## config.mk

```make
export PLATFORM = sky130hd
export DESIGN_NAME = dcx_core
export DESIGN_NICKNAME = d
export VERILOG_FILES = /design/src/core/dcx_core.v
export VERILOG_INCLUDE_DIRS = /design/src /design/src/core
export SDC_FILE = /design/constraint.sdc
export NUM_CORES = 1
export LEC_CHECK = 0
export BUFFER_PORTS_ARGS = -buffer_cell sky130_fd_sc_hd__buf_2
export CORE_MARGIN = 2
export CORE_UTILIZATION = 39
export CTS_CLUSTER_SIZE = 16
export DETAILED_ROUTE_END_ITERATION = 7
export GPL_TIMING_DRIVEN = 0
export PLACE_DENSITY_LB_ADDON = 0.05
export SYNTH_ARGS = -nofsm -noshare
export SYNTH_HDL_FRONTEND = slang
export SYNTH_SLANG_ARGS = --single-unit
```

## constraint.sdc

```tcl
create_clock -name clk_i -period 4.8 [get_ports clk_i]
set_input_delay 0.24 -clock clk_i [delete_from_list [all_inputs] [get_ports clk_i]]
set_output_delay 0.24 -clock clk_i [all_outputs]
set_load 0.05 [all_outputs]
```

## src/core/dcx_defines.vh

```
// Offsets, field positions, reset values and timing counts of the comm front end
`ifndef DCX_DEFINES_VH
`define DCX_DEFINES_VH

// Parameter indices within the communication group
`define DCX_IDX_REPLY_DELAY    8'h09
`define DCX_IDX_COMM_FREQ      8'h0A
`define DCX_IDX_SLOT_FIRST     8'h0B
`define DCX_IDX_SLOT_LAST      8'h1A
`define DCX_IDX_DECODE_SEL     8'h1E
`define DCX_IDX_PROTO_SEL      8'h1F
`define DCX_IDX_PRESCAN_ZERO   8'h21
`define DCX_IDX_CTRL_ADDR      8'h23
`define DCX_IDX_NODE_ADDR      8'h24
`define DCX_IDX_BIT_RATE       8'h25
`define DCX_IDX_WARN_REC       8'h27
`define DCX_IDX_PROFILE_SEL    8'h28
`define DCX_IDX_NODE_STATE     8'h29

// Reset values and legal limits
`define DCX_RST_REPLY_DELAY    16'h0014
`define DCX_MAX_REPLY_DELAY    16'h07D0
`define DCX_RST_COMM_FREQ      16'h1770
`define DCX_MAX_COMM_FREQ      16'hEA60
`define DCX_RST_SLOT0          16'h010C
`define DCX_RST_SLOT1          16'h010D
`define DCX_RST_SLOT2          16'h010A
`define DCX_RST_SLOT3          16'h010B
`define DCX_RST_SLOT_REST      16'h0000
`define DCX_RST_DECODE_SEL     16'h0001
`define DCX_RST_PROTO_SEL      16'h0000
`define DCX_RST_PRESCAN_ZERO   16'h0001
`define DCX_RST_CTRL_ADDR      16'h0002
`define DCX_MAX_CTRL_ADDR      16'h00FE
`define DCX_MAX_NODE_ADDR      16'h007F
`define DCX_MAX_BIT_RATE       16'h0005
`define DCX_RST_PROFILE_SEL    16'h0001
`define DCX_WARN_MASK          16'h077F

// Prescan clear bits
`define DCX_PZ_FREQ_BIT        0
`define DCX_PZ_TORQUE_BIT      1
`define DCX_PZ_SPDLIM_BIT      2

// Protocol select codes (two's complement)
`define DCX_PROTO_MODBUS       16'h0000
`define DCX_PROTO_BACNET       16'h0001
`define DCX_PROTO_SLAVE8       16'hFFF8
`define DCX_PROTO_RSVD9        16'hFFF7
`define DCX_PROTO_MASTER       16'hFFF6
`define DCX_PROTO_RSVD11       16'hFFF5
`define DCX_PROTO_PLC          16'hFFF4

// Control address bases per decoding method
`define DCX_CTRL_BASE_M1       16'h2000
`define DCX_CTRL_BASE_M2       16'h6000
`define DCX_CAN_INDEX_M1       16'h2020
`define DCX_CAN_INDEX_M2       16'h2060

// Exception codes and reply framing
`define DCX_EXC_VALUE          8'h01
`define DCX_EXC_ADDR           8'h02
`define DCX_EXC_LOCKED         8'h03
`define DCX_EXC_RUNNING        8'h04
`define DCX_EXC_TIMEOUT        8'h0A
`define DCX_FUNC_EXC_FLAG      8'h80
`define DCX_CRC_INIT           16'hFFFF
`define DCX_CRC_POLY           16'hA001

// Delay unit is 0.1 ms; clock period 8 ns
`define DCX_DELAY_UNIT_NS      100000
`define DCX_CLK_PERIOD_NS      8
`define DCX_DELAY_TICK_CYC     (`DCX_DELAY_UNIT_NS / `DCX_CLK_PERIOD_NS)

`endif

```

## src/core/dcx_core.v

```verilog
// Exception replies, reply delay and communication parameter group of the drive
`include "dcx_defines.vh"

// Overview of operation
// - corrupted request dropped, no reply sent
// - exception reply sets function code top bit
// - keypad shows exception code as decimal suffix
// - bad value code 1, bad address code 2
// - locked 3, running 4, timeout 10
// - programmable reply delay, 0.0-200.0 ms
// - comm frequency retained through power loss
// - sixteen block transfer slots with defaults
// - decoding method picks serial control range
// - decoding method picks fieldbus control index
// - keypad, terminals, PLC ignore decoding method
// - protocol select sets serial port function
// - prescan bits zero PLC targets
// - sticky fieldbus warning word per event
// - profile select: vendor map or DS402
// - read-only fieldbus network state
module dcx_core #(
  parameter DELAY_TICK_CYCLES = `DCX_DELAY_TICK_CYC,  // Cycles per 0.1 ms
  parameter NUM_SLOTS         = 16                    // Block transfer slots
) (
  input  wire        clk_i,
  input  wire        reset_n_i,
  input  wire        clk_en_i,
  // Parameter access port
  input  wire        par_wr_i,
  input  wire        par_rd_i,
  input  wire [7:0]  par_idx_i,
  input  wire [15:0] par_wdata_i,
  output reg  [15:0] par_rdata_o,
  output reg         par_ack_o,
  output reg         par_err_o,
  // Decoded request from the frame receiver
  input  wire        req_valid_i,
  input  wire        req_comm_err_i,
  input  wire [7:0]  req_slave_i,
  input  wire [7:0]  req_func_i,
  input  wire        req_bad_value_i,
  input  wire        req_bad_addr_i,
  input  wire        req_write_i,
  input  wire        req_run_fixed_i,
  input  wire        req_timeout_i,
  input  wire        params_locked_i,
  input  wire        drive_running_i,
  input  wire        ascii_mode_i,
  output reg         req_busy_o,
  // Reply side
  output reg         rsp_normal_o,
  output reg         rsp_valid_o,
  output reg  [7:0]  rsp_byte_o,
  output reg         rsp_last_o,
  input  wire        rsp_ready_i,
  // Keypad fault text, two BCD digits
  output reg         keypad_comm_fault_show_o,
  output reg  [7:0]  keypad_comm_fault_text_o,
  // Frequency command and retention
  input  wire        freq_src_comm_i,
  input  wire        cmd_freq_valid_i,
  input  wire [15:0] cmd_freq_i,
  input  wire        power_loss_i,
  input  wire        nv_restore_i,
  input  wire [15:0] nv_freq_i,
  output reg         nv_store_o,
  output reg  [15:0] freq_cmd_o,
  // Block transfer slot lookup
  input  wire [3:0]  slot_sel_i,
  output reg  [15:0] slot_ref_o,
  // Decoding, protocol and fieldbus settings
  output reg  [15:0] ctrl_base_o,
  output reg  [15:0] can_ctrl_index_o,
  output reg         proto_modbus_o,
  output reg         proto_bacnet_o,
  output reg  [3:0]  proto_slave_num_o,
  output reg         proto_master_o,
  output reg         proto_plc_o,
  output reg  [7:0]  ctrl_addr_o,
  output reg  [6:0]  node_addr_o,
  output reg  [2:0]  bit_rate_o,
  output reg         can_ds402_o,
  // PLC prescan clears
  input  wire        plc_scan_start_i,
  output reg         plc_zero_freq_o,
  output reg         plc_zero_torque_o,
  output reg         plc_zero_spdlim_o,
  // Fieldbus warning events and state
  input  wire [10:0] can_warn_evt_i,
  input  wire        can_warn_clear_i,
  input  wire [2:0]  can_state_i
);

  // Reply sequencer states
  localparam ST_IDLE = 2'd0;
  localparam ST_WAIT = 2'd1;
  localparam ST_SEND = 2'd2;
  localparam [15:0] CTRL_ADDR_RST = `DCX_RST_CTRL_ADDR;  // Wide default, low byte used

  reg [15:0] delay_q;              // Reply delay, 0.1 ms units
  reg [15:0] slot_q [0:NUM_SLOTS-1];  // Block transfer references
  reg [15:0] decode_q;             // Decoding method select
  reg [15:0] proto_q;              // Protocol select, signed
  reg [15:0] pzero_q;              // Prescan clear bits
  reg [15:0] warn_q;               // Sticky warning word
  reg [15:0] profile_q;            // Fieldbus profile select
  reg [15:0] freq_keep_q;          // Retained comm frequency
  reg [1:0]  state_q;              // Reply sequencer state
  reg        exc_q;                // Reply is an exception
  reg [7:0]  slave_q;              // Captured slave address
  reg [7:0]  func_q;               // Captured function code
  reg [7:0]  code_q;               // Captured exception code
  reg [15:0] units_q;              // Remaining delay units
  reg [15:0] tick_q;               // Cycles within one unit
  reg [2:0]  bidx_q;               // Byte index of the reply
  reg [15:0] crc_q;                // Running frame CRC
  reg [7:0]  lrc_q;                // Running byte sum
  reg [7:0]  exc_code;             // Decoded exception code
  reg        wr_ok;                // Write value within range
  reg        idx_known;            // Index maps to a register
  reg [15:0] rd_val;               // Read mux value
  reg [15:0] crc_nxt;              // CRC after current byte
  reg [7:0]  lrc_nxt;              // Sum after current byte
  reg [7:0]  next_byte;            // Byte that follows the current
  wire       slot_hit;             // Index in slot window
  wire [3:0] slot_idx;             // Slot number from index
  wire [7:0] slot_off;             // Offset into slot window

  assign slot_hit = (par_idx_i >= `DCX_IDX_SLOT_FIRST) && (par_idx_i <= `DCX_IDX_SLOT_LAST);
  assign slot_off = par_idx_i - `DCX_IDX_SLOT_FIRST;
  assign slot_idx = slot_off[3:0];

  // One CRC-16 byte step, reflected polynomial
  function [15:0] crc_step;
    input [15:0] crc_in;
    input [7:0]  data;
    integer      k;
    reg   [15:0] c;
    begin
      c = crc_in ^ {8'h00, data};
      for (k = 0; k < 8; k = k + 1) begin
        if (c[0]) begin
          c = (c >> 1) ^ `DCX_CRC_POLY;
        end else begin
          c = c >> 1;
        end
      end
      crc_step = c;
    end
  endfunction

  // Exception priority: address, value, lock, running, timeout
  always @* begin
    if (req_bad_addr_i) begin
      exc_code = `DCX_EXC_ADDR;
    end else if (req_bad_value_i) begin
      exc_code = `DCX_EXC_VALUE;
    end else if (req_write_i && params_locked_i) begin
      exc_code = `DCX_EXC_LOCKED;
    end else if (req_write_i && drive_running_i && req_run_fixed_i) begin
      exc_code = `DCX_EXC_RUNNING;
    end else if (req_timeout_i) begin
      exc_code = `DCX_EXC_TIMEOUT;
    end else begin
      exc_code = 8'h00;
    end
  end

  // Range check per index; out-of-range writes are refused
  always @* begin
    idx_known = 1'b1;
    wr_ok     = 1'b1;
    if (par_idx_i == `DCX_IDX_REPLY_DELAY) begin
      wr_ok = (par_wdata_i <= `DCX_MAX_REPLY_DELAY);
    end else if (par_idx_i == `DCX_IDX_COMM_FREQ) begin
      wr_ok = (par_wdata_i <= `DCX_MAX_COMM_FREQ);
    end else if (slot_hit) begin
      wr_ok = 1'b1;
    end else if (par_idx_i == `DCX_IDX_DECODE_SEL || par_idx_i == `DCX_IDX_PROFILE_SEL) begin
      wr_ok = (par_wdata_i[15:1] == 15'h0000);
    end else if (par_idx_i == `DCX_IDX_PROTO_SEL) begin
      // Reserved codes and anything outside the table are refused
      wr_ok = (par_wdata_i == `DCX_PROTO_MODBUS) || (par_wdata_i == `DCX_PROTO_BACNET) ||
              ((par_wdata_i >= `DCX_PROTO_SLAVE8) && (par_wdata_i != `DCX_PROTO_RSVD9)) ||
              (par_wdata_i == `DCX_PROTO_MASTER) || (par_wdata_i == `DCX_PROTO_PLC);
    end else if (par_idx_i == `DCX_IDX_PRESCAN_ZERO) begin
      wr_ok = (par_wdata_i[15:3] == 13'h0000);
    end else if (par_idx_i == `DCX_IDX_CTRL_ADDR) begin
      wr_ok = (par_wdata_i != 16'h0000) && (par_wdata_i <= `DCX_MAX_CTRL_ADDR);
    end else if (par_idx_i == `DCX_IDX_NODE_ADDR) begin
      wr_ok = (par_wdata_i <= `DCX_MAX_NODE_ADDR);
    end else if (par_idx_i == `DCX_IDX_BIT_RATE) begin
      wr_ok = (par_wdata_i <= `DCX_MAX_BIT_RATE);
    end else if (par_idx_i == `DCX_IDX_WARN_REC || par_idx_i == `DCX_IDX_NODE_STATE) begin
      wr_ok = 1'b0;                   // Read-only entries
    end else begin
      idx_known = 1'b0;
      wr_ok     = 1'b0;
    end
  end

  // Read mux
  always @* begin
    if (par_idx_i == `DCX_IDX_REPLY_DELAY) begin
      rd_val = delay_q;
    end else if (par_idx_i == `DCX_IDX_COMM_FREQ) begin
      rd_val = freq_keep_q;
    end else if (slot_hit) begin
      rd_val = slot_q[slot_idx];
    end else if (par_idx_i == `DCX_IDX_DECODE_SEL) begin
      rd_val = decode_q;
    end else if (par_idx_i == `DCX_IDX_PROTO_SEL) begin
      rd_val = proto_q;
    end else if (par_idx_i == `DCX_IDX_PRESCAN_ZERO) begin
      rd_val = pzero_q;
    end else if (par_idx_i == `DCX_IDX_CTRL_ADDR) begin
      rd_val = {8'h00, ctrl_addr_o};
    end else if (par_idx_i == `DCX_IDX_NODE_ADDR) begin
      rd_val = {9'h000, node_addr_o};
    end else if (par_idx_i == `DCX_IDX_BIT_RATE) begin
      rd_val = {13'h0000, bit_rate_o};
    end else if (par_idx_i == `DCX_IDX_WARN_REC) begin
      rd_val = warn_q;
    end else if (par_idx_i == `DCX_IDX_PROFILE_SEL) begin
      rd_val = profile_q;
    end else if (par_idx_i == `DCX_IDX_NODE_STATE) begin
      rd_val = {13'h0000, can_state_i};
    end else begin
      rd_val = 16'h0000;
    end
  end

  // Block transfer slots; slots 0-3 have their own defaults, the rest reset to zero
  genvar g;
  generate
    for (g = 0; g < NUM_SLOTS; g = g + 1) begin : g_slot
      wire [15:0] rst_val;
      assign rst_val = (g == 0) ? `DCX_RST_SLOT0 : (g == 1) ? `DCX_RST_SLOT1 :
                       (g == 2) ? `DCX_RST_SLOT2 : (g == 3) ? `DCX_RST_SLOT3 :
                       `DCX_RST_SLOT_REST;
      always @(posedge clk_i) begin
        if (!reset_n_i) begin
          slot_q[g] <= rst_val;
        end else if (clk_en_i && par_wr_i && slot_hit && slot_idx == g) begin
          slot_q[g] <= par_wdata_i;
        end
      end
    end
  endgenerate

  // Settings registers and parameter access answers
  always @(posedge clk_i) begin
    if (!reset_n_i) begin
      delay_q     <= `DCX_RST_REPLY_DELAY;
      decode_q    <= `DCX_RST_DECODE_SEL;
      proto_q     <= `DCX_RST_PROTO_SEL;
      pzero_q     <= `DCX_RST_PRESCAN_ZERO;
      ctrl_addr_o <= CTRL_ADDR_RST[7:0];
      node_addr_o <= 7'h00;
      bit_rate_o  <= 3'h0;
      profile_q   <= `DCX_RST_PROFILE_SEL;
      par_ack_o   <= 1'b0;
      par_err_o   <= 1'b0;
      par_rdata_o <= 16'h0000;
    end else if (clk_en_i) begin
      par_ack_o <= par_wr_i | par_rd_i;
      // Error on unknown index, or on a write that was refused
      par_err_o <= (par_rd_i & ~idx_known) | (par_wr_i & ~wr_ok);
      if (par_rd_i) begin
        par_rdata_o <= rd_val;
      end
      if (par_wr_i && wr_ok) begin
        if (par_idx_i == `DCX_IDX_REPLY_DELAY) begin
          delay_q <= par_wdata_i;
        end else if (par_idx_i == `DCX_IDX_DECODE_SEL) begin
          decode_q <= par_wdata_i;
        end else if (par_idx_i == `DCX_IDX_PROTO_SEL) begin
          proto_q <= par_wdata_i;
        end else if (par_idx_i == `DCX_IDX_PRESCAN_ZERO) begin
          pzero_q <= par_wdata_i;
        end else if (par_idx_i == `DCX_IDX_CTRL_ADDR) begin
          ctrl_addr_o <= par_wdata_i[7:0];
        end else if (par_idx_i == `DCX_IDX_NODE_ADDR) begin
          node_addr_o <= par_wdata_i[6:0];
        end else if (par_idx_i == `DCX_IDX_BIT_RATE) begin
          bit_rate_o <= par_wdata_i[2:0];
        end else if (par_idx_i == `DCX_IDX_PROFILE_SEL) begin
          profile_q <= par_wdata_i;
        end
      end
    end
  end

  // Decoded settings, registered so every output is a flop
  always @(posedge clk_i) begin
    if (!reset_n_i) begin
      ctrl_base_o       <= `DCX_CTRL_BASE_M2;
      can_ctrl_index_o  <= `DCX_CAN_INDEX_M2;
      can_ds402_o       <= 1'b1;
      proto_modbus_o    <= 1'b1;
      proto_bacnet_o    <= 1'b0;
      proto_slave_num_o <= 4'h0;
      proto_master_o    <= 1'b0;
      proto_plc_o       <= 1'b0;
      slot_ref_o        <= 16'h0000;
    end else if (clk_en_i) begin
      // Only serial, card and fieldbus control move; keypad, terminals and
      // PLC never look at these bases
      ctrl_base_o       <= decode_q[0] ? `DCX_CTRL_BASE_M2 : `DCX_CTRL_BASE_M1;
      can_ctrl_index_o  <= decode_q[0] ? `DCX_CAN_INDEX_M2 : `DCX_CAN_INDEX_M1;
      can_ds402_o       <= profile_q[0];
      proto_modbus_o    <= (proto_q == `DCX_PROTO_MODBUS);
      proto_bacnet_o    <= (proto_q == `DCX_PROTO_BACNET);
      proto_master_o    <= (proto_q == `DCX_PROTO_MASTER);
      proto_plc_o       <= (proto_q == `DCX_PROTO_PLC);
      // Slave number is the negated code, 1 to 8
      proto_slave_num_o <= (proto_q >= `DCX_PROTO_SLAVE8) ? (4'h0 - proto_q[3:0]) : 4'h0;
      slot_ref_o        <= slot_q[slot_sel_i];
    end
  end

  // Frequency command with retention across power loss
  always @(posedge clk_i) begin
    if (!reset_n_i) begin
      freq_keep_q <= `DCX_RST_COMM_FREQ;
      freq_cmd_o  <= `DCX_RST_COMM_FREQ;
      nv_store_o  <= 1'b0;
    end else if (clk_en_i) begin
      nv_store_o <= 1'b0;
      if (nv_restore_i) begin
        // Boot: stored value drives until a new command
        freq_keep_q <= nv_freq_i;
        freq_cmd_o  <= nv_freq_i;
      end else if (cmd_freq_valid_i) begin
        freq_cmd_o <= cmd_freq_i;
      end else if (par_wr_i && wr_ok && par_idx_i == `DCX_IDX_COMM_FREQ) begin
        freq_keep_q <= par_wdata_i;
        freq_cmd_o  <= par_wdata_i;
      end else if (power_loss_i && freq_src_comm_i) begin
        freq_keep_q <= freq_cmd_o;
        nv_store_o  <= 1'b1;
      end
    end
  end

  // Prescan clears, one pulse per enabled bit
  always @(posedge clk_i) begin
    if (!reset_n_i) begin
      plc_zero_freq_o   <= 1'b0;
      plc_zero_torque_o <= 1'b0;
      plc_zero_spdlim_o <= 1'b0;
    end else if (clk_en_i) begin
      plc_zero_freq_o   <= plc_scan_start_i & pzero_q[`DCX_PZ_FREQ_BIT];
      plc_zero_torque_o <= plc_scan_start_i & pzero_q[`DCX_PZ_TORQUE_BIT];
      plc_zero_spdlim_o <= plc_scan_start_i & pzero_q[`DCX_PZ_SPDLIM_BIT];
    end
  end

  // Sticky warnings; a new event beats a clear in the same cycle
  always @(posedge clk_i) begin
    if (!reset_n_i) begin
      warn_q <= 16'h0000;
    end else if (clk_en_i) begin
      warn_q <= ((can_warn_clear_i ? 16'h0000 : warn_q) | {5'h00, can_warn_evt_i})
                & `DCX_WARN_MASK;
    end
  end

  // Check and next byte for the exception frame
  always @* begin
    crc_nxt = crc_step(crc_q, rsp_byte_o);
    lrc_nxt = lrc_q + rsp_byte_o;
    if (bidx_q == 3'd0) begin
      next_byte = func_q | `DCX_FUNC_EXC_FLAG;
    end else if (bidx_q == 3'd1) begin
      next_byte = code_q;
    end else if (bidx_q == 3'd2) begin
      // ASCII frames end in the negated sum; binary frames send the CRC low byte here, high byte last
      next_byte = ascii_mode_i ? (8'h00 - lrc_nxt) : crc_nxt[7:0];
    end else begin
      next_byte = crc_q[15:8];
    end
  end

  // Reply sequencer: capture, delay, then release the reply
  always @(posedge clk_i) begin
    if (!reset_n_i) begin
      state_q     <= ST_IDLE;
      exc_q       <= 1'b0;
      slave_q     <= 8'h00;
      func_q      <= 8'h00;
      code_q      <= 8'h00;
      units_q     <= 16'h0000;
      tick_q      <= 16'h0000;
      bidx_q      <= 3'd0;
      crc_q       <= `DCX_CRC_INIT;
      lrc_q       <= 8'h00;
      req_busy_o  <= 1'b0;
      rsp_normal_o <= 1'b0;
      rsp_valid_o <= 1'b0;
      rsp_byte_o  <= 8'h00;
      rsp_last_o  <= 1'b0;
      keypad_comm_fault_show_o <= 1'b0;
      keypad_comm_fault_text_o <= 8'h00;
    end else if (clk_en_i) begin
      rsp_normal_o <= 1'b0;
      case (state_q)
        ST_IDLE: begin
          // Corrupted frames vanish: no state change, no reply
          if (req_valid_i && !req_comm_err_i) begin
            state_q    <= ST_WAIT;
            req_busy_o <= 1'b1;
            slave_q    <= req_slave_i;
            func_q     <= req_func_i;
            code_q     <= exc_code;
            exc_q      <= (exc_code != 8'h00);
            units_q    <= delay_q;
            tick_q     <= 16'h0000;
            if (exc_code != 8'h00) begin
              // Decimal suffix: codes 1-4 and 10 as two BCD digits
              keypad_comm_fault_show_o <= 1'b1;
              keypad_comm_fault_text_o <= (exc_code == `DCX_EXC_TIMEOUT) ? 8'h10 : exc_code;
            end else begin
              keypad_comm_fault_show_o <= 1'b0;
            end
          end
        end
        ST_WAIT: begin
          if (units_q == 16'h0000) begin
            if (exc_q) begin
              state_q     <= ST_SEND;
              rsp_valid_o <= 1'b1;
              rsp_byte_o  <= slave_q;
              rsp_last_o  <= 1'b0;
              bidx_q      <= 3'd0;
              crc_q       <= `DCX_CRC_INIT;
              lrc_q       <= 8'h00;
            end else begin
              // Normal replies are framed elsewhere; release after delay
              state_q      <= ST_IDLE;
              req_busy_o   <= 1'b0;
              rsp_normal_o <= 1'b1;
            end
          end else if (tick_q == DELAY_TICK_CYCLES[15:0] - 16'h0001) begin
            tick_q  <= 16'h0000;
            units_q <= units_q - 16'h0001;
          end else begin
            tick_q <= tick_q + 16'h0001;
          end
        end
        ST_SEND: begin
          if (rsp_ready_i) begin
            if (rsp_last_o) begin
              state_q     <= ST_IDLE;
              req_busy_o  <= 1'b0;
              rsp_valid_o <= 1'b0;
              rsp_last_o  <= 1'b0;
            end else begin
              crc_q      <= crc_nxt;
              lrc_q      <= lrc_nxt;
              bidx_q     <= bidx_q + 3'd1;
              rsp_byte_o <= next_byte;
              rsp_last_o <= (bidx_q == 3'd3) || (ascii_mode_i && bidx_q == 3'd2);
            end
          end
        end
        default: begin
          state_q <= ST_IDLE;
        end
      endcase
    end
  end

endmodule

```

* After elaboration in Yosys (flattened, before gate mapping)
Memory sizes are Yosys's and may differ from the RTL's. A register that Yosys moved wholly into a read port is not among the register bits. Index checks and enable logic that the tools add are counted.
Word-level totals: logic and storage cells 406, memories kept 1, output and inout port bits 134, register bits 309, input bits 112, latch bits 0, bits in read-only memories 0, memory bits (writable) 256
Memory list:
- slot_q | depth 16, bits a word 16, rd ports 2, clocked after Yosys merged registers in 1, wr ports 16, line dcx_core.v:101 | reg [15:0] slot_q [0:NUM_SLOTS-1];
Cells by class: equal/unequal tests 50, reduce and logical (&&, ||, !) cells 73, mux-type cells 181, $mul 0, add/subtract/negate cells 7, bitwise operators 42, $lt $le $gt $ge 9, divide/modulo/power cells 0, shift-type cells 0
Operators with widths (number):
- $mux W16 | 52
- $mux W8 | 17
- $pmux W16 S2 | 3
- $mux W1 | 87
- $eq A16 B16 Y1 const B | 4
- $eq A8 B6 Y1 const B | 7
- $logic_not A16 Y1 | 3
- $eq A16 B1 Y1 const B | 2
- $eq A4 B4 Y1 const B | 8
- $ge A16 B16 Y1 const B | 2
- $pmux W8 S2 | 2
- $logic_and A1 B1 Y1 | 29
- $eq A8 B4 Y1 const B | 3
- $not A2 Y3 | 8
- $reduce_and A5 Y1 | 4
- $ne A2 B2 Y1 const B | 9
- $or A1 B1 Y1 | 18
- $reduce_and A6 Y1 | 3
- $add A16 B1 Y16 const B | 1
- $eq A16 B14 Y1 const B | 1
- $eq A4 B3 Y1 const B | 4
- $eq A8 B5 Y1 const B | 2
- $le A16 B11 Y1 const B | 1
- $le A16 B16 Y1 const B | 1
- other kinds (51) | 91

* Logic depth before layout (Yosys ltp)
Gate-level depths: netlist of the first run.
word-level depth 24, depth in mapped cells 14, mapped depth without buffers 10

* Worst setup path before layout of the first run
Ideal clock, no wire load.
kind input to register, from input par_idx_i[0], to memory slot_q[13][0], enable pin, buffers on the path 3, path slack 1.183 ns, required time 4.389 ns, stages on the path 10, arrival time 3.206 ns, setup time 0.411 ns, cell sequence buf_2 buf_1 inv_1 ha_1 o21bai_1 a311o_1 nor2_1 nand2_1 clkbuf_1 o21ai_0
RTL lines:
- from (decl) | line dcx_core.v:31 | input wire [7:0] par_idx_i,
- to (decl) | line dcx_core.v:101

* Worst setup path after layout of the first run
from input par_idx_i[0], to register par_rdata_o[1]
Between the ends: longest elaborated chain between the ends 13, elaborated cells on any way between the ends 28, classes of those cells 1 x add/sub; 2 x order compare; 11 x eq/ne; 12 x mux; 1 x reduce/logical; 1 x memory
RTL lines:
- $eq A8 B6 Y1 (no line)
- $mux W3 | line dcx_core.v:226 | end else if (par_idx_i == `DCX_IDX_NODE_STATE) begin
- $mux W16 | line dcx_core.v:224 | end else if (par_idx_i == `DCX_IDX_PROFILE_SEL) begin
- $mux W16 | line dcx_core.v:222 | end else if (par_idx_i == `DCX_IDX_WARN_REC) begin
- $mux W16 | line dcx_core.v:220 | end else if (par_idx_i == `DCX_IDX_BIT_RATE) begin
- $mux W16 | line dcx_core.v:218 | end else if (par_idx_i == `DCX_IDX_NODE_ADDR) begin
- $mux W16 | line dcx_core.v:216 | end else if (par_idx_i == `DCX_IDX_CTRL_ADDR) begin
- $mux W16 | line dcx_core.v:214 | end else if (par_idx_i == `DCX_IDX_PRESCAN_ZERO) begin
- $mux W16 | line dcx_core.v:212 | end else if (par_idx_i == `DCX_IDX_PROTO_SEL) begin
- $mux W16 | line dcx_core.v:210 | end else if (par_idx_i == `DCX_IDX_DECODE_SEL) begin
- $mux W16 | line dcx_core.v:208 | end else if (slot_hit) begin
- $mux W16 | line dcx_core.v:206 | end else if (par_idx_i == `DCX_IDX_COMM_FREQ) begin
- $mux W16 (*) | line dcx_core.v:204 | if (par_idx_i == `DCX_IDX_REPLY_DELAY) begin
- to (signal assigned) | line dcx_core.v:270 | par_rdata_o <= rd_val;
- to (decl) | line dcx_core.v:33 | output reg [15:0] par_rdata_o,
Mark *: on every way between the ends. The rest lies on a longest branch, timed or not. A chain may end at the register's enable or synchronous reset.

==> out/metrics.yaml, run 1 <==
power:
  p_switching_mw: 3.20
  power.density_mw_per_mm2: 349
  leakage_nw: 12.7
  peakVddDrop_mv: 0.248
  power_frac_clock_pct: 42.6
  swShare_pct: 27.5
  power_frac_comb_pct: 13.4
  seq_power_share_pct: 43.9
  internal_power_mw: 8.44
clocking:
  cts_sinks: 542
  cts_tree: "built"
  clockBufferDepth: 3
  postCtsSetupRepairBufs: 0
  clk_pin_slew_ps: 60
  clock_tree.root_cell: "clkbuf_16"
  cts_buffers: 67
  htreeDepth: 3
  clk_latency_ps: 610
global_route:
  grt_first_pass_wirelength_um: 155000
  antenna_found_initial: 5
  grt_pass1_vias: 22400
  grt_usage_pct: 28.5
  grt_max_degree: 16
  grt_overflow: 0
yosys:
  ys_types: 93
  syn_area_mm2: 0.0282
  ys_warn_count: 0
  synth_edf_count: 256
  yosysTopAreaCell: "edfxtp_1"
  synth-async-reset-ratio_pct: 0
  yosysSeqAreaShare_pct: 47.5
  ys.flop_type: "dfxtp_1"
  synth_cells: 2598
  netlist.area_leader.share_pct: 27.2
  avgSynthCellArea_um2: 10.9
  synth-seq-cells: 542
  synth_area_leaders: "edfxtp_1 27%, dfxtp_1 20%, mux4_2 13%"
place:
  portBuffers: 197
  hpwl_um: 82400
  dp_worst_setup_slack_ps: -1450
  globalplace.congestion: 0.948
final_layout:
  nets: 3086
  nFillCells: 6750
  post-route-util_pct: 46.6
  drive_gt1_share_pct: 19.3
  seq_area_mm2: 0.0134
  largest_register_ffs: 256
  top_register: "slot_q"
  multi_input_area_mm2: 0.0138
  area_growth_syn_to_layout_pct: 18.2
worst_setup_path:
  required_ps: 5280
  path_class: "in -> reg"
  crit_slowest_cell: "ha_1"
  end_kind: "flip-flop"
  startpoint_type: "input port"
  critPathTopFamily: "buffers and inverters"
  worst-path-buf-inv: 5
  path_max_fanout: 10
  slowest_delay_ps: 860
  path_cells: "buf_2 -> buf_2 -> clkdlybuf4s15_2 -> inv_1 -> ha_1 -> clkbuf_2 -> mux4_2 -> mux2i_1 -> nor3_1 -> a2111oi_1 -> a221o_1 -> a31oi_1"
  crit_arrival_ps: 5040
  cp_common_cell: "buf_2"
run_status:
  status: "finished, final reports clean"
floorplanning:
  die_h_um: 273
  num_rows: 98
  die_w_um: 273
  initial_core_util_pct: 39.4
  core_area_mm2: 0.0716
  dieArea_mm2: 0.0746
  num_io_pins: 246
routing:
  wirelength_um: 108000
  drtPass1Iterations: 6
  drtAntennaViolNets: 0
  vias: 22900
  wl_per_cell_um: 27.3
  vias_per_cell: 5.80
  drcViolationCount: 0
  initialDrtViolationCount: 2386
sta:
  tightest_slew_ps: 1350
  final.setup_skew_ps: 22.8
  finalCritPeriodShare_pct: 95.0
  setup_violations: 0
  hold_viol: 0
  fin_crit_ps: 4560
  maxSlewHeadroom_pct: 9.70
  finalWorstSetupSlack_ps: 238
  slew_violations: 0
  rsz0062_at_grt: "false"
  clock.fmax_ghz: 0.219
worst_hold_path:
  min_path_type: "in -> reg"
run:
  timing.max_cap.violations: 0
[worst reg2reg max path, cell delays in order (launching register included)]
cell,delay (ps)
dfxtp_1,340
inv_1,120
ha_1,200
nor3b_1,550
and4b_1,270
clkbuf_1,360
a31oi_1,240
nor3b_1,500
clkbuf_1,480
buf_2,370
nand3_1,110
o21ai_0,100
nand2_1,80
[cells in the mapped netlist, types with 6 or more instances]
cell type,count
or3_1,27
nor2_1,214
o22ai_1,8
mux2_1,18
or4_1,8
nor2b_1,12
o311ai_1,7
buf_4,35
o21ai_1,10
a221oi_1,9
o31a_1,16
a21oi_1,91
buf_2,16
o21ai_0,94
inv_1,40
dfxtp_1,286
xor2_1,14
xnor2_1,30
nand2b_1,15
a222oi_1,12
mux4_2,158
edfxtp_1,256
a311oi_1,6
nand4_1,10
nor3_1,40
nand3_1,65
a21o_1,22
o21a_1,10
nor3b_1,10
mux2i_1,88
nor4_1,9
clkbuf_1,166
a22oi_1,21
ha_1,27
o221a_2,8
a22o_1,8
nand2_1,221
a31oi_1,19
o211ai_1,18
buf_1,31
a211oi_1,17
and2_1,281
o32ai_1,9
and3_1,39
[cells by family after synthesis]
kind of cell	Yosys count	synth area share (%)
buffers and inverters	291	4.43
other	2	0.0266
adder cells (fa/ha/maj)	28	1.27
XOR/XNOR	46	1.53
multiplexers	269	16.6
flip-flops	542	47.5
AND/OR/NAND/NOR	976	17.7
AO/OA/AOI/OAI	444	10.9
[what timing repair did]
action / 4_1_cts / 5_1_grt
hold endpoints to repair: 38 / 0
gates cloned: 0 / 0
hold buffers: 36 / 0
resized for setup: 6 / 1
endpoints found under the setup margin: 15 / 1
[layout by cell type, fill, tap and decap left out, types with 30 or more instances in the layout]
cell             n
and2_1         281
mux4_2         158
dlygate4sd3_1   36
buf_2          213
and3_1          39
nor3_1          40
inv_1           40
nand3_1         65
clkbuf_16       69
edfxtp_1       256
nand2_1        221
conb_1          33
mux2i_1         88
buf_1           30
a21oi_1         91
nor2_1         214
xnor2_1         30
dfxtp_1        286
clkbuf_1       175
buf_4           35
o21ai_0         78
[cell type report]
cell class	count	share of cell area [%]
Antenna cell	3	0.0225
Buffer	248	3.30
Clock buffer	90	5.65
Clock inverter	28	0.708
Inverter	42	0.472
Multi-Input combinational cell	1796	41.2
Sequential cell	542	40.2
Tap cell	950	3.56
Timing Repair Buffer	249	4.90
[final timing paths]
path,slack (ps),to,depth (start not counted),start
worst min register to register,450,keypad_comm_fault_text_o[1],2,keypad_comm_fault_text_o[1]
worst max-delay path,240,par_rdata_o[1],12,par_idx_i[0]
worst max register to register,930,crc_q[9],12,units_q[0]
worst min-delay path,50,freq_cmd_o[10],4,cmd_freq_i[10]
[through the flow]
stage / power (mW) / std cells / cell area (µm²) / TNS, ps / hold slack, ps
global route: 12.0 / 3947 / 33400 / 0 / 66.7
finish: 11.6 / 3948 / 33400 / 0 / 53.8
CTS: 11.7 / 3945 / 33400 / 0 / 26.4
detailed placement: 6.74 / 3792 / 30900 / -33410 / 438
floorplan: 6.13 / 2629 / 28400 / 0 / 341
global placement: 6.69 / 3776 / 30500 / -255090 / 438
[power by group through the flow]
stage | Sequential (mW) | Clock [mW] | Combinational [mW]
2_1_floorplan | 5.28 | 0 | 0.848
3_3_place_gp | 5.21 | 0 | 1.48
3_5_place_dp | 5.21 | 0 | 1.53
4_1_cts | 5.11 | 5.03 | 1.56
5_1_grt | 5.13 | 5.23 | 1.64
6_report | 5.12 | 4.97 | 1.56
[routing by layer]
| metal | part of all wire (%) | global-route usage [%] |
|---|---|---|
| met4 | 2.4 | 6.79 |
| met1 | 42 | 38.2 |
| met3 | 7.4 | 4.85 |
| met2 | 48 | 48.1 |
| met5 | 0.025 | 0 |
No activity file was read; power rests on OpenSTA's default activity.
==> run 2: changes to the inputs <==
Clock period 4.8 ns to 3.97 ns, I/O delays scaled along.
==> run 2 against run 1 <==
Compared with the run above: register-to-register slack got worse by 570 ps; routed wire length rose by 0.13%; clock skew grew 2.8 ps; non-clock buffer count rose by 3; flip-flop and latch count stayed put; via count grew 0.44%; critical path depth increased by 2; core utilization is 0.084 points higher.
==> out/metrics.yaml, run 2 (synthesis results as in run 1) <==
global_route:
  grt_max_degree: 16  # unchanged
  grt_overflow: 0  # unchanged
  antenna_found_initial: 4  # -1
  grt_first_pass_wirelength_um: 155000  # about the same
  grt_usage_pct: 28.5  # about the same
  grt_pass1_vias: 22400  # +0.13%
final_layout:
  largest_register_ffs: 256  # unchanged
  drive_gt1_share_pct: 19.5  # +0.21 points
  final_cell_mix: "286 x dfxtp_1, 281 x and2_1, 256 x edfxtp_1, 221 x nand2_1, 214 x nor2_1"
  multi_input_area_mm2: 0.0138  # +0.17%
  seq_area_mm2: 0.0134  # unchanged
  post-route-util_pct: 46.7  # +0.084 points
  top_register: "slot_q"
  area_growth_syn_to_layout_pct: 18.4
  fin_area_mm2: 0.0334  # +0.18%
  nets: 3089  # +0.097%
  nFillCells: 6739  # -0.16%
  mostFrequentLayoutCell: "dfxtp_1"
  instances_no_fill: 3952  # +0.10%
place:
  portBuffers: 197  # unchanged
  dp_worst_setup_slack_ps: -2240  # -789 ps
  post_dp_cell_area_mm2: 0.0309  # unchanged
  dpl.cell_count: 3792  # unchanged
  globalplace.congestion: 0.948  # unchanged
  hpwl_um: 82400  # unchanged
worst_setup_path:
  path_class: "in -> reg"
  slowest_delay_ps: 620  # -240 ps
  crit_slowest_cell: "a222oi_1"
  critPathTopFamily: "buffers and inverters"
  path_max_fanout: 10  # unchanged
  required_ps: 4450  # -830 ps
  startpoint_type: "input port"
  path_cells: "buf_2 -> clkbuf_4 -> buf_4 -> inv_1 -> ha_2 -> clkbuf_1 -> and3_1 -> clkbuf_1 -> clkbuf_1 -> a22o_1 -> a222oi_1 -> o21ai_0 -> a211oi_1 -> o21ai_0"
  end_kind: "flip-flop"
  worst-path-buf-inv: 7  # +2
  crit_arrival_ps: 4220  # -820 ps
  cp_common_cell: "clkbuf_1"
run:
  timing.max_cap.violations: 0  # unchanged
power:
  power.density_mw_per_mm2: 421  # +21%
  power_mw: 14.1  # +21%
  power_frac_comb_pct: 13.5  # about the same
  p_switching_mw: 3.87  # +21%
  swShare_pct: 27.5  # -0.032 points
  internal_power_mw: 10.2  # +21%
  peakVddDrop_mv: 0.303  # +22%
  leakage_nw: 12.7  # +0.18%
  power_frac_clock_pct: 42.6  # about the same
  seq_power_share_pct: 44.0  # about the same
floorplanning:
  num_io_pins: 246  # unchanged
  dieArea_mm2: 0.0746  # unchanged
  initial_core_util_pct: 39.4  # unchanged
  core_area_mm2: 0.0716  # unchanged
  die_h_um: 273  # unchanged
  die_w_um: 273  # unchanged
  num_rows: 98  # unchanged
sta:
  rsz0062_at_grt: "false"
  setup_violations: 0  # unchanged
  finalWorstSetupSlack_ps: 229  # -9.33 ps
  slew_violations: 0  # unchanged
  clock.fmax_ghz: 0.267
  final.setup_skew_ps: 25.6  # +2.78 ps
  hold_slack_ps: 32.8  # -21.1 ps
  fin_crit_ps: 3740
  maxSlewHeadroom_pct: 8.34  # -1.4 points
  hold_viol: 0  # unchanged
  fin_setup_tns_ps: 0  # unchanged
  finalCritPeriodShare_pct: 94.2
  tightest_slew_ps: 1370  # +20.4 ps
routing:
  drcViolationCount: 0  # unchanged
  wl_per_cell_um: 27.3  # about the same
  wirelength_um: 108000  # +0.13%
  drtAntennaViolNets: 0  # unchanged
  initialDrtViolationCount: 2371  # -0.63%
  vias: 23000  # +0.44%
  drtPass1Iterations: 6  # unchanged
  vias_per_cell: 5.82  # +0.34%
clocking:
  clk_latency_ps: 610  # about the same
  cts_sinks: 542  # unchanged
  clk_pin_slew_ps: 60  # about the same
  postCtsSetupRepairBufs: 0  # unchanged
  clock_tree.root_cell: "clkbuf_16"
  cts_tree: "built"
  clockBufferDepth: 3  # unchanged
  cts_buffers: 67  # unchanged
  htreeDepth: 3  # unchanged
run_status:
  status: "finished, final reports clean"
worst_hold_path:
  min_path_type: "in -> reg"
run 2: final cells by class:
type                    instances  share of cell area (%)
diodes                          4                  0.0299
plain buffers                 248                    3.30
clock buffers                  90                    5.64
clock inverters                28                   0.707
inverters                      42                   0.471
multi-input cells            1796                    41.2
flip-flops and latches        542                    40.1
well taps                     950                    3.55
repair buffers                252                    4.98
run 2: path summary, 6_finish.rpt:
path | slack [ps] | depth (start not counted) | start | end
setup reg to reg | 360 | 11 | units_q[0] | lrc_q[5]
hold reg to reg | 450 | 2 | keypad_comm_fault_text_o[1] | keypad_comm_fault_text_o[1]
hold / removal | 30 | 4 | nv_freq_i[7] | freq_keep_q[7]
setup / recovery | 230 | 14 | par_idx_i[0] | par_rdata_o[9]
run 2: per-layer routing:
metal / routed length, µm / part of all wire (%) / vias to the layer above / track usage, %
met5: 0 / 0 / - / 0
met4: 2650 / 2.5 / 0 / 7.00
met3: 7410 / 6.9 / 169 / 4.76
met2: 52400 / 49 / 960 / 48.0
met1: 45500 / 42 / 11600 / 38.3
li1: - / - / 10200 / -
run 2: what timing repair did:
action / 4_1_cts / 5_1_grt
cloned: 0 / 0
pin swaps: 1 / 0
gates resized for setup: 17 / 2
hold buffers: 39 / 0
endpoints found under the setup margin: 144 / 29
hold endpoints to repair: 41 / 0
run 2: power groups by stage:
stage	Combinational [mW]	Clock (mW)	Sequential, mW
2_1_floorplan	1.03	0	6.38
3_3_place_gp	1.79	0	6.30
3_5_place_dp	1.85	0	6.30
4_1_cts	1.89	6.08	6.18
5_1_grt	1.99	6.32	6.21
6_report	1.89	6.00	6.19
run 2: tightest hold or removal path: stages:
cell and delay (ps):
buf_2 100, nand2_1 80, o31a_1 130, o32ai_1 70
